===== src/i2cs_regs.svh =====
`ifndef I2CS_REGS_SVH
`define I2CS_REGS_SVH

// Register offsets on the local register port
`define I2CS_OFS_CTRL1 8'hD9
`define I2CS_OFS_CTRL2 8'hDA
`define I2CS_OFS_CTRL3 8'hDB
`define I2CS_OFS_CTRL4 8'hDC
`define I2CS_OFS_SAR 8'hDD
`define I2CS_OFS_STAT1 8'hE1
`define I2CS_OFS_STAT2 8'hE2
`define I2CS_OFS_BAUD 8'hE3
`define I2CS_OFS_HOLD 8'hE4
`define I2CS_OFS_DATA 8'hE5
`define I2CS_OFS_SCLL 8'hE6
`define I2CS_OFS_SCLH 8'hE7

// Reset values
`define I2CS_RST_CTRL 8'h00
`define I2CS_RST_SAR 8'h00
`define I2CS_RST_STAT1 8'h80
`define I2CS_RST_BAUD 8'hFF
`define I2CS_RST_HOLD 8'h01
`define I2CS_RST_DATA 8'h00
`define I2CS_RST_SCLP 8'h3F

// Field positions
`define I2CS_CR1_MODE_HI 7
`define I2CS_CR1_MODE_LO 6
`define I2CS_MODE_BUS 2'h2
`define I2CS_CR2_EN 1
`define I2CS_CR4_IFR 7
`define I2CS_CR4_HOLD_OFF 5
`define I2CS_CR4_IE 4
`define I2CS_CR4_ACK 3
`define I2CS_SAR_GCE 0
`define I2CS_GCALL_ADDR 8'h00

// Bus timing
`define I2CS_BITS_PER_BYTE 4'h8
`define I2CS_RATE_ADD 10'h004

`endif


===== src/i2cs_pkg.sv =====
package i2cs_pkg;

  // Register port request
  typedef struct packed {
    logic wr;
    logic rd;
    logic [7:0] addr;
    logic [7:0] wdata;
  } i2cs_bus_req_type;

  // Open-drain pin drive, enable high while pulling low
  typedef struct packed {
    logic scl_o;
    logic scl_oe;
    logic sda_o;
    logic sda_oe;
  } i2cs_pin_drive_type;

  // Slave sequencer states
  typedef enum logic [3:0] {
    S_IDLE,
    S_ADDR,
    S_ADDR_ACK,
    S_HOLD,
    S_TX_BYTE,
    S_TX_ACK,
    S_RX_BYTE,
    S_RX_ACK,
    S_WAIT_STOP,
    S_STOPPED
  } i2cs_state_type;

endpackage : i2cs_pkg


===== src/i2cs_sync.sv =====
`timescale 1ns/10ps
module i2cs_sync #(
  parameter int WIDTH = 2
) (
  // Clock and reset
  input wire logic clk,
  input wire logic rst_n,
  // Asynchronous levels and their synchronised copy
  input wire logic [WIDTH-1:0] d,
  output logic [WIDTH-1:0] q
);

  // First stage, read only by the second
  logic [WIDTH-1:0] meta_q;

  // Two-flop synchroniser
  always_ff @(posedge clk or negedge rst_n)
  begin
    if (!rst_n)
    begin
      meta_q <= '1;
      q <= '1;
    end
    else
    begin
      meta_q <= d;
      q <= meta_q;
    end
  end

endmodule : i2cs_sync


===== src/i2cs_top.sv =====
`timescale 1ns/10ps
`include "i2cs_regs.svh"
module i2cs_top (
  // Clock and reset
  input wire logic clk,
  input wire logic rst_n,
  // Register port
  input wire i2cs_pkg::i2cs_bus_req_type bus_req,
  output logic [7:0] rd_data,
  // Bus pins
  input wire logic bus_clock_pin_level,
  input wire logic bus_data_pin_level,
  output i2cs_pkg::i2cs_pin_drive_type pin_drive,
  // Events and rate
  output logic irq,
  output logic rate_tick
);

  ////////////////////////////////////////////////////////////////////////////
  // Declarations
  logic [1:0] rst_pipe_q; // Reset release pipe
  logic rst_sync_n; // Released reset
  logic [7:0] ctrl1_q, ctrl2_q, ctrl3_q, ctrl4_q; // Control bytes
  logic [7:0] sar_q; // Own address and general call enable
  logic [7:0] stat1_q; // Plain storage for other modes
  logic [7:0] baud_q, hold_q, scll_q, sclh_q; // Timing settings
  logic [7:0] tx_buf_q; // Transmit buffer
  logic [7:0] rx_buf_q; // Receive buffer
  logic [7:0] rd_data_q; // Read data
  logic gcall_q, tend_q, stopd_q, ssel_q; // Sticky events
  logic tmode_q, rxack_q, busy_q, nack_q; // Transfer state
  logic irq_q; // Interrupt output
  logic [1:0] pins_s; // Synchronised pin levels
  logic scl_p_q, sda_p_q; // Previous synchronised levels
  logic scl_s, sda_s; // Current synchronised levels
  logic rise, fall, start_cond, stop_cond; // Bus events
  logic bus_on; // Unit enabled in bus mode
  logic st2_wr; // Status-2 write strobe
  logic addr_done, own_hit, gc_hit; // Address decision
  logic ev_ssel, ev_tend, ev_stop; // Event pulses
  logic [7:0] hold_eff; // Effective hold count
  i2cs_pkg::i2cs_state_type state_q; // Sequencer state
  logic [3:0] bit_cnt_q; // Bits this byte
  logic [7:0] shift_q; // Shift register
  logic scl_oe_q; // Clock stretch
  logic sda_req_q, sda_req_low_q, sda_req_now_q; // Data drive request
  logic sda_pend_q, sda_want_q, sda_oe_q; // Delayed data drive
  logic [7:0] hold_cnt_q; // Hold countdown
  logic [11:0] rate_cnt_q; // Rate counter
  logic [11:0] rate_period; // Rate period in cycles
  logic rate_tick_q; // Rate pulse

  // Register address hit
  function automatic logic reg_hit(input logic [7:0] addr, input logic [7:0] ofs);
    reg_hit = (addr == ofs);
  endfunction : reg_hit

  ////////////////////////////////////////////////////////////////////////////
  // Reset release
  always_ff @(posedge clk or negedge rst_n)
  begin
    if (!rst_n)
      rst_pipe_q <= 2'h0;
    else
      rst_pipe_q <= {rst_pipe_q[0], 1'b1};
  end
  assign rst_sync_n = rst_pipe_q[1];

  ////////////////////////////////////////////////////////////////////////////
  // Pin sampling; pins read only through the input latch
  i2cs_sync #(.WIDTH(2)) u_sync (
    .clk(clk),
    .rst_n(rst_sync_n),
    .d({bus_clock_pin_level, bus_data_pin_level}),
    .q(pins_s)
  );
  assign scl_s = pins_s[1];
  assign sda_s = pins_s[0];

  // Previous levels for edge and condition detection
  always_ff @(posedge clk or negedge rst_sync_n)
  begin
    if (!rst_sync_n)
    begin
      scl_p_q <= 1'b1;
      sda_p_q <= 1'b1;
    end
    else
    begin
      scl_p_q <= scl_s;
      sda_p_q <= sda_s;
    end
  end

  // Edges and START/STOP while clock stays high
  assign rise = scl_s & ~scl_p_q;
  assign fall = ~scl_s & scl_p_q;
  assign start_cond = scl_s & scl_p_q & sda_p_q & ~sda_s;
  assign stop_cond = scl_s & scl_p_q & ~sda_p_q & sda_s;
  // Software must program mode and enable first
  assign bus_on = ctrl2_q[`I2CS_CR2_EN] & (ctrl1_q[`I2CS_CR1_MODE_HI:`I2CS_CR1_MODE_LO] == `I2CS_MODE_BUS);
  assign st2_wr = bus_req.wr & reg_hit(bus_req.addr, `I2CS_OFS_STAT2);
  // Hold disable bit forces zero; slow clocks need zero
  assign hold_eff = ctrl4_q[`I2CS_CR4_HOLD_OFF] ? 8'h00 : hold_q;

  // Address decision on the eighth falling edge
  assign addr_done = (state_q == i2cs_pkg::S_ADDR) & fall & (bit_cnt_q == `I2CS_BITS_PER_BYTE);
  assign own_hit = (shift_q[7:1] == sar_q[7:1]);
  assign gc_hit = sar_q[`I2CS_SAR_GCE] & (shift_q == `I2CS_GCALL_ADDR);

  // Event pulses
  assign ev_ssel = (state_q == i2cs_pkg::S_ADDR_ACK) & fall & ~start_cond & ~stop_cond;
  assign ev_tend = ((state_q == i2cs_pkg::S_TX_ACK) | (state_q == i2cs_pkg::S_RX_ACK)) & fall;
  assign ev_stop = bus_on & stop_cond & (state_q != i2cs_pkg::S_IDLE) & (state_q != i2cs_pkg::S_ADDR)
                   & (state_q != i2cs_pkg::S_STOPPED);

  ////////////////////////////////////////////////////////////////////////////
  // Register writes
  always_ff @(posedge clk or negedge rst_sync_n)
  begin
    if (!rst_sync_n)
    begin
      ctrl1_q <= `I2CS_RST_CTRL;
      ctrl2_q <= `I2CS_RST_CTRL;
      ctrl3_q <= `I2CS_RST_CTRL;
      ctrl4_q <= `I2CS_RST_CTRL;
      sar_q <= `I2CS_RST_SAR;
      stat1_q <= `I2CS_RST_STAT1;
      baud_q <= `I2CS_RST_BAUD;
      hold_q <= `I2CS_RST_HOLD;
      tx_buf_q <= `I2CS_RST_DATA;
      scll_q <= `I2CS_RST_SCLP;
      sclh_q <= `I2CS_RST_SCLP;
    end
    else if (bus_req.wr)
    begin
      case (bus_req.addr)
        `I2CS_OFS_CTRL1: ctrl1_q <= bus_req.wdata;
        `I2CS_OFS_CTRL2: ctrl2_q <= bus_req.wdata;
        `I2CS_OFS_CTRL3: ctrl3_q <= bus_req.wdata;
        `I2CS_OFS_CTRL4: ctrl4_q <= bus_req.wdata;
        `I2CS_OFS_SAR: sar_q <= bus_req.wdata;
        `I2CS_OFS_STAT1: stat1_q <= bus_req.wdata;
        `I2CS_OFS_BAUD: baud_q <= bus_req.wdata;
        `I2CS_OFS_HOLD: hold_q <= bus_req.wdata;
        `I2CS_OFS_DATA: tx_buf_q <= bus_req.wdata; // Writes land in transmit buffer only
        `I2CS_OFS_SCLL: scll_q <= bus_req.wdata;
        `I2CS_OFS_SCLH: sclh_q <= bus_req.wdata;
        default: ;
      endcase
    end
  end

  // Read data stand for exactly one cycle; unmapped reads give zero
  always_ff @(posedge clk or negedge rst_sync_n)
  begin
    if (!rst_sync_n)
      rd_data_q <= 8'h00;
    else if (!bus_req.rd)
      rd_data_q <= 8'h00;
    else
    begin
      case (bus_req.addr)
        `I2CS_OFS_CTRL1: rd_data_q <= ctrl1_q;
        `I2CS_OFS_CTRL2: rd_data_q <= ctrl2_q;
        `I2CS_OFS_CTRL3: rd_data_q <= ctrl3_q;
        // Reserved bit six reads zero; slave-only unit shows master bit zero
        `I2CS_OFS_CTRL4: rd_data_q <= {irq_q, 1'b0, ctrl4_q[5:3], 1'b0, ctrl4_q[1:0]};
        `I2CS_OFS_SAR: rd_data_q <= sar_q;
        `I2CS_OFS_STAT1: rd_data_q <= stat1_q;
        `I2CS_OFS_STAT2: rd_data_q <= {gcall_q, tend_q, stopd_q, ssel_q, 1'b0, busy_q, tmode_q, rxack_q};
        `I2CS_OFS_BAUD: rd_data_q <= baud_q;
        `I2CS_OFS_HOLD: rd_data_q <= hold_q;
        `I2CS_OFS_DATA: rd_data_q <= rx_buf_q; // Reads return receive buffer
        `I2CS_OFS_SCLL: rd_data_q <= scll_q;
        `I2CS_OFS_SCLH: rd_data_q <= sclh_q;
        default: rd_data_q <= 8'h00;
      endcase
    end
  end

  ////////////////////////////////////////////////////////////////////////////
  // Sticky events; any write to status 2 clears, a same-cycle set wins
  always_ff @(posedge clk or negedge rst_sync_n)
  begin
    if (!rst_sync_n)
    begin
      gcall_q <= 1'b0;
      tend_q <= 1'b0;
      stopd_q <= 1'b0;
      ssel_q <= 1'b0;
    end
    else
    begin
      if (st2_wr)
      begin
        gcall_q <= 1'b0;
        tend_q <= 1'b0;
        stopd_q <= 1'b0;
        ssel_q <= 1'b0;
      end
      if (addr_done & ctrl4_q[`I2CS_CR4_ACK] & gc_hit)
        gcall_q <= 1'b1;
      if (ev_ssel)
        ssel_q <= 1'b1;
      if (ev_tend)
        tend_q <= 1'b1;
      if (ev_stop)
        stopd_q <= 1'b1;
    end
  end

  // Interrupt request from pending events
  always_ff @(posedge clk or negedge rst_sync_n)
  begin
    if (!rst_sync_n)
      irq_q <= 1'b0;
    else
      irq_q <= bus_on & ctrl4_q[`I2CS_CR4_IE] & (ssel_q | tend_q | stopd_q);
  end

  ////////////////////////////////////////////////////////////////////////////
  // Slave sequencer
  always_ff @(posedge clk or negedge rst_sync_n)
  begin
    if (!rst_sync_n)
    begin
      state_q <= i2cs_pkg::S_IDLE;
      bit_cnt_q <= 4'h0;
      shift_q <= 8'h00;
      scl_oe_q <= 1'b0;
      sda_req_q <= 1'b0;
      sda_req_low_q <= 1'b0;
      sda_req_now_q <= 1'b0;
      tmode_q <= 1'b0;
      rxack_q <= 1'b0;
      busy_q <= 1'b0;
      nack_q <= 1'b0;
      rx_buf_q <= `I2CS_RST_DATA;
    end
    else
    begin
      sda_req_q <= 1'b0;
      sda_req_now_q <= 1'b0;
      if (!bus_on)
      begin
        // Unit off: let both lines go
        state_q <= i2cs_pkg::S_IDLE;
        scl_oe_q <= 1'b0;
        busy_q <= 1'b0;
        sda_req_q <= 1'b1;
        sda_req_low_q <= 1'b0;
        sda_req_now_q <= 1'b1;
      end
      else if (stop_cond)
      begin
        // STOP ends any transfer; addressed ones wait for software
        busy_q <= 1'b0;
        scl_oe_q <= 1'b0;
        sda_req_q <= 1'b1;
        sda_req_low_q <= 1'b0;
        sda_req_now_q <= 1'b1;
        if (ev_stop)
          state_q <= i2cs_pkg::S_STOPPED;
        else if (state_q != i2cs_pkg::S_STOPPED)
          state_q <= i2cs_pkg::S_IDLE;
      end
      else if (start_cond)
      begin
        // START or repeated START from any state
        busy_q <= 1'b1;
        scl_oe_q <= 1'b0;
        sda_req_q <= 1'b1;
        sda_req_low_q <= 1'b0;
        sda_req_now_q <= 1'b1;
        bit_cnt_q <= 4'h0;
        state_q <= i2cs_pkg::S_ADDR;
      end
      else
      begin
        case (state_q)
          i2cs_pkg::S_IDLE: ;
          i2cs_pkg::S_ADDR:
          begin
            if (rise)
            begin
              shift_q <= {shift_q[6:0], sda_s};
              bit_cnt_q <= bit_cnt_q + 4'h1;
            end
            else if (addr_done)
            begin
              if ((own_hit | gc_hit) & ctrl4_q[`I2CS_CR4_ACK])
              begin
                tmode_q <= shift_q[0];
                sda_req_q <= 1'b1;
                sda_req_low_q <= 1'b1;
                state_q <= i2cs_pkg::S_ADDR_ACK;
              end
              else
                state_q <= i2cs_pkg::S_IDLE;
            end
          end
          i2cs_pkg::S_ADDR_ACK:
          begin
            if (fall)
            begin
              scl_oe_q <= 1'b1;
              nack_q <= 1'b0;
              sda_req_q <= 1'b1;
              sda_req_low_q <= 1'b0;
              state_q <= i2cs_pkg::S_HOLD;
            end
          end
          i2cs_pkg::S_HOLD:
          begin
            if (st2_wr)
            begin
              scl_oe_q <= 1'b0; // Any value written releases
              bit_cnt_q <= 4'h0;
              if (nack_q)
                state_q <= i2cs_pkg::S_WAIT_STOP;
              else if (tmode_q)
              begin
                // Transmit byte must already sit in the buffer
                shift_q <= tx_buf_q;
                sda_req_q <= 1'b1;
                sda_req_low_q <= ~tx_buf_q[7];
                sda_req_now_q <= 1'b1;
                state_q <= i2cs_pkg::S_TX_BYTE;
              end
              else
                state_q <= i2cs_pkg::S_RX_BYTE;
            end
          end
          i2cs_pkg::S_TX_BYTE:
          begin
            if (rise)
              bit_cnt_q <= bit_cnt_q + 4'h1;
            else if (fall)
            begin
              sda_req_q <= 1'b1;
              if (bit_cnt_q == `I2CS_BITS_PER_BYTE)
              begin
                sda_req_low_q <= 1'b0;
                state_q <= i2cs_pkg::S_TX_ACK;
              end
              else
              begin
                shift_q <= {shift_q[6:0], 1'b0};
                sda_req_low_q <= ~shift_q[6];
              end
            end
          end
          i2cs_pkg::S_TX_ACK:
          begin
            if (rise)
              rxack_q <= ~sda_s;
            else if (fall)
            begin
              scl_oe_q <= 1'b1;
              nack_q <= ~rxack_q; // Master nack ends sending
              state_q <= i2cs_pkg::S_HOLD;
            end
          end
          i2cs_pkg::S_RX_BYTE:
          begin
            if (rise)
            begin
              shift_q <= {shift_q[6:0], sda_s};
              bit_cnt_q <= bit_cnt_q + 4'h1;
            end
            else if (fall & (bit_cnt_q == `I2CS_BITS_PER_BYTE))
            begin
              rx_buf_q <= shift_q;
              sda_req_q <= 1'b1;
              sda_req_low_q <= ctrl4_q[`I2CS_CR4_ACK];
              nack_q <= ~ctrl4_q[`I2CS_CR4_ACK];
              state_q <= i2cs_pkg::S_RX_ACK;
            end
          end
          i2cs_pkg::S_RX_ACK:
          begin
            if (fall)
            begin
              sda_req_q <= 1'b1;
              sda_req_low_q <= 1'b0;
              scl_oe_q <= 1'b1;
              state_q <= i2cs_pkg::S_HOLD;
            end
          end
          i2cs_pkg::S_WAIT_STOP: ;
          i2cs_pkg::S_STOPPED:
          begin
            if (st2_wr)
              state_q <= i2cs_pkg::S_IDLE;
          end
          default: state_q <= i2cs_pkg::S_IDLE;
        endcase
      end
    end
  end

  ////////////////////////////////////////////////////////////////////////////
  // Data line drive, delayed by the hold count after a request; immediate requests bypass the delay
  always_ff @(posedge clk or negedge rst_sync_n)
  begin
    if (!rst_sync_n)
    begin
      sda_pend_q <= 1'b0;
      sda_want_q <= 1'b0;
      sda_oe_q <= 1'b0;
      hold_cnt_q <= 8'h00;
    end
    else if (sda_req_q & sda_req_now_q)
    begin
      sda_oe_q <= sda_req_low_q;
      sda_pend_q <= 1'b0;
    end
    else if (sda_req_q)
    begin
      sda_pend_q <= 1'b1;
      sda_want_q <= sda_req_low_q;
      hold_cnt_q <= hold_eff;
    end
    else if (sda_pend_q)
    begin
      if (hold_cnt_q == 8'h00)
      begin
        sda_oe_q <= sda_want_q;
        sda_pend_q <= 1'b0;
      end
      else
        hold_cnt_q <= hold_cnt_q - 8'h01;
    end
  end

  ////////////////////////////////////////////////////////////////////////////
  // Bus rate period for master timing: four times (sum plus four)
  assign rate_period = {({2'h0, scll_q} + {2'h0, sclh_q} + `I2CS_RATE_ADD), 2'h0};
  always_ff @(posedge clk or negedge rst_sync_n)
  begin
    if (!rst_sync_n)
    begin
      rate_cnt_q <= 12'h000;
      rate_tick_q <= 1'b0;
    end
    else if (!bus_on)
    begin
      rate_cnt_q <= 12'h000;
      rate_tick_q <= 1'b0;
    end
    else if (rate_cnt_q == 12'h000)
    begin
      rate_cnt_q <= rate_period - 12'h001;
      rate_tick_q <= 1'b1;
    end
    else
    begin
      rate_cnt_q <= rate_cnt_q - 12'h001;
      rate_tick_q <= 1'b0;
    end
  end

  ////////////////////////////////////////////////////////////////////////////
  // Outputs; pins only ever pull low
  assign pin_drive = '{scl_o: 1'b0, scl_oe: scl_oe_q, sda_o: 1'b0, sda_oe: sda_oe_q};
  assign rd_data = rd_data_q;
  assign irq = irq_q;
  assign rate_tick = rate_tick_q;
endmodule : i2cs_top


===== config.mk =====
export PLATFORM = sky130hd
export DESIGN_NAME = i2cs_top
export DESIGN_NICKNAME = d
export VERILOG_FILES = /design/src/i2cs_pkg.sv /design/src/i2cs_sync.sv /design/src/i2cs_top.sv
export VERILOG_INCLUDE_DIRS = /design/src
export SDC_FILE = /design/constraint.sdc
export NUM_CORES = 1
export LEC_CHECK = 0
export CORE_MARGIN = 4
export CORE_UTILIZATION = 58
export CTS_CLUSTER_SIZE = 8
export DETAILED_ROUTE_END_ITERATION = 8
export DONT_BUFFER_PORTS = 1
export HOLD_SLACK_MARGIN = 0.15
export PLACE_DENSITY = 0.74
export SYNTH_ARGS = -nofsm -noshare
export SYNTH_HDL_FRONTEND = slang
export SYNTH_SLANG_ARGS = --single-unit

===== constraint.sdc =====
create_clock -name clk -period 5.2 [get_ports clk]
set_clock_uncertainty 0.05 [all_clocks]
set_input_delay 0.52 -clock clk [delete_from_list [all_inputs] [get_ports clk]]
set_output_delay 0.52 -clock clk [all_outputs]
set_load 0.02 [all_outputs]

==> results_dict.tcl <==
set metrics [dict create \
    status "finished clean" \
    post-synth-top-count-cell "dfrtp_1" \
    peakVddDrop_uv 315 \
    netlist_instances 791 \
    clock_sinks 162 \
    drive_gt1_share_pct 23.3 \
    yosys-top-cells-count "134 x dfrtp_1, 114 x mux2_2, 61 x nor2_1" \
    fp.dieH_um 129 \
    initial_core_util_pct 59.1 \
    wl_per_cell_um 22.3 \
    p_int_uw 2170 \
    routabilityCongestion 0.970 \
    rows 44 \
    hold_class "input pin to flip-flop" \
    grt_pass1_vias 6397 \
    cts_tree "done" \
    worst_slew_pin_slew_ps 1030 \
    final_antenna_net_count 0 \
    regArea_mm2 0.00409 \
    layout-area-overhead-vs-synth_pct 8.39 \
    maxCapViolations 0 \
    slowest_delay_ps 550 \
    p_leak_uw 0.00407 \
    path_cells "ha_1 -> ha_1 -> fa_1 -> nor3_1 -> nor2b_1 -> o21ai_0 -> a211o_1 -> or4_1 -> a31oi_1" \
    synthTopCellsByArea "dfrtp_1 39%, mux2_2 15%, dfstp_2 8.6%" \
    finalHoldViolCount 0 \
    yosys_warnings 0 \
    p_seq_share_pct 48.1 \
    ioPinCount 36 \
    setup_slack_ps 1930 \
    detail_route.first_pass.iterations 5 \
    pre_cts_ws_ps 2040 \
    relSlewSlack_pct 31.1 \
    powerDensity_mw_per_mm2 302 \
    synth-edff-count 0 \
    required_ps 5490 \
    cp.arrival_ps 3560 \
    fill_cells 1119 \
    fmax_mhz 306 \
    antenna_found_initial 0 \
    path_common_cell "ha_1" \
    slowest_stage "dfstp_2" \
    synth.distinct_cells 76 \
    critPathKind "flip-flop to flip-flop" \
    wirelength_um 21700 \
    period_minus_slack_ps 3270 \
    placed_area_mm2 0.00863 \
    grtUsageTotal_pct 26.9 \
    first_iter_violations 711 \
    holdPathEnd "scll_q[2]" \
    mappedNetlistArea_mm2 0.00856 \
    multi_input_area_mm2 0.00419 \
    ys.flop_type "dfrtp_1" \
    coreArea_mm2 0.0145 \
    synth_top_area_cell "dfrtp_1" \
    r2r_end "rate_cnt_q[11]" \
    r2r-start "scll_q[1]" \
    avgSynthCellArea_um2 10.8 \
    slew_violations 0 \
    p_comb_share_pct 6.0 \
    die-area_mm2 0.0168 \
    final_nets 821 \
    port_buffers 0 \
    num_antenna_cells 0 \
    min_path_cells 2 \
    final.setup.tns_ps 0 \
    p_sw_share_pct 22.6 \
    ys_ff_latch 162 \
    cts.path.max_buffers 2 \
    dp_hpwl_um 15400 \
    synth_top_area_share_pct 39.2 \
    grt_pass1_wl_um 34700 \
    fin_crit_sh_pct 62.8 \
    htreeDepth 4 \
    ys_seq_area_share_pct 47.8 \
    ctsResizeCount 0 \
    avgViaCountPerCell 6.71 \
    whs_ps 179 \
    design_area_mm2 0.00928 \
    end_kind "flip-flop" \
    p_clk_share_pct 45.9 \
    ff2ff_path_depth 9 \
    setup_violations 0 \
    clk_pin_slew_ps 60 \
    synth-async-reset-ratio_pct 100 \
    path_delay_family "simple AND/OR/NAND/NOR gates" \
    crit_path_max_fanout 3 \
    drc 0 \
    worst-path-buf-inv 0 \
    grt_max_degree 61 \
    rrSetupSlack_ps 1930 \
    p_sw_uw 634 \
    overflow 0 \
    num_vias 6528 \
    hold_start "bus_req[2]" \
    dieWidth_um 129 \
    worstSetupStartpointType "flip-flop" \
    clock_latency_ps 430 \
    clock-root-buffer "clkbuf_16" \
    rsz0062_at_grt "no" \
    numCtsBuffers 17 \
]
## through the flow
stage / power [uW] / cells / util, %
final: 2800 / 973 / 64.1
after CTS: 2810 / 973 / 64.1
after floorplan: 1500 / 792 / -
after global placement: 1520 / 938 / 59.6
after detailed placement: 1530 / 938 / 59.6
after global routing: 2900 / 973 / 64.1
## flip-flops by register name (all words and copies together) (netlist names), 2 cells and up
name / flops
shift_q: 8
baud_q: 8
bit_cnt_q: 4
u_sync.q: 2
tx_buf_q: 8
hold_q: 8
rate_cnt_q: 12
sar_q: 8
ctrl3_q: 8
rd_data: 8
sclh_q: 8
scll_q: 8
ctrl1_q: 8
state_q: 4
rx_buf_q: 8
hold_cnt_q: 8
ctrl2_q: 8
ctrl4_q: 5
rst_pipe_q: 2
stat1_q: 8
u_sync.meta_q: 2
## per-layer routing
layer	wire length [um]	global-route usage (%)
met5	0	0
met4	741	9.72
met3	1740	8.20
met2	10200	42.1
met1	9050	35.8
## how the worst max path moves through the flow
stage | from | end | slack [ps] | cells after the start
global placement | scll_q[1] | rate_cnt_q[11] | 2100 | 9
detailed placement | sclh_q[1] | rate_cnt_q[10] | 2040 | 9
finish | scll_q[1] | rate_cnt_q[11] | 1930 | 9
CTS | sclh_q[1] | rate_cnt_q[11] | 1950 | 9
floorplan | rst_pipe_q[1] | bit_cnt_q[0] | 350 | 0
global route | scll_q[1] | rate_cnt_q[11] | 1780 | 9
## cells in the final DEF (no fill, tap or decap), types with 4 or more instances in the layout
cell type / synthesis / layout
a21oi_1: 38 / 38
nand3b_1: 6 / 6
nor4_1: 8 / 8
nor2_1: 61 / 61
o21ai_0: 44 / 44
nand4_1: 5 / 5
dfrtp_1: 134 / 133
inv_1: 26 / 26
mux2_2: 114 / 114
ha_1: 22 / 22
nand2_1: 37 / 37
a222oi_1: 4 / 4
nand3_1: 21 / 21
a32oi_1: 5 / 5
mux2i_1: 5 / 5
a31oi_1: 10 / 10
xnor2_1: 13 / 13
o31ai_1: 5 / 5
nand2b_1: 11 / 11
a221oi_1: 8 / 8
a211oi_1: 10 / 10
clkbuf_16: 0 / 17
and3_1: 6 / 6
dfstp_2: 28 / 28
nor3b_1: 4 / 4
and2_1: 4 / 4
or3_1: 4 / 4
or4_1: 4 / 4
xor2_1: 8 / 8
a22oi_1: 21 / 21
nor3_1: 13 / 13
nor2b_1: 8 / 8
## power groups by stage
| stage | combinational, uW | sequential, uW | clock, uW |
|---|---|---|---|
| global placement | 157 | 1370 | 0 |
| finish | 168 | 1350 | 1290 |
| CTS | 168 | 1350 | 1300 |
| floorplan | 132 | 1370 | 0 |
| detailed placement | 162 | 1370 | 0 |
| global route | 187 | 1350 | 1360 |
## timing repair
action	in CTS	in global routing
hold buffers	3	0
buffers inserted	0	0
endpoints found under the hold margin	4	0
## logic make-up (layout without fill, tap and decap cells)
| kind of cell | count (synthesis) | count (layout) | share of synthesized area (%) |
|---|---|---|---|
| compound gates | 185 | 185 | 14.5 |
| xor+xnor | 21 | 21 | 2.15 |
| fa+ha+maj | 23 | 23 | 3.45 |
| buf+inv | 67 | 64 | 3.25 |
| flops | 162 | 162 | 47.8 |
| mux | 121 | 121 | 16.0 |
| other cells | 2 | 3 | 0.0878 |
| simple gates | 210 | 210 | 12.8 |
## cell type report
cell class	instances	area share [%]
flip-flops and latches	162	44.1
multi-input cells	563	45.2
inverters	27	1.09
repair buffers	5	0.486
clock buffers	21	4.96
clock inverters	11	1.63
well taps	184	2.48
Power figures use the tool's default switching activity.
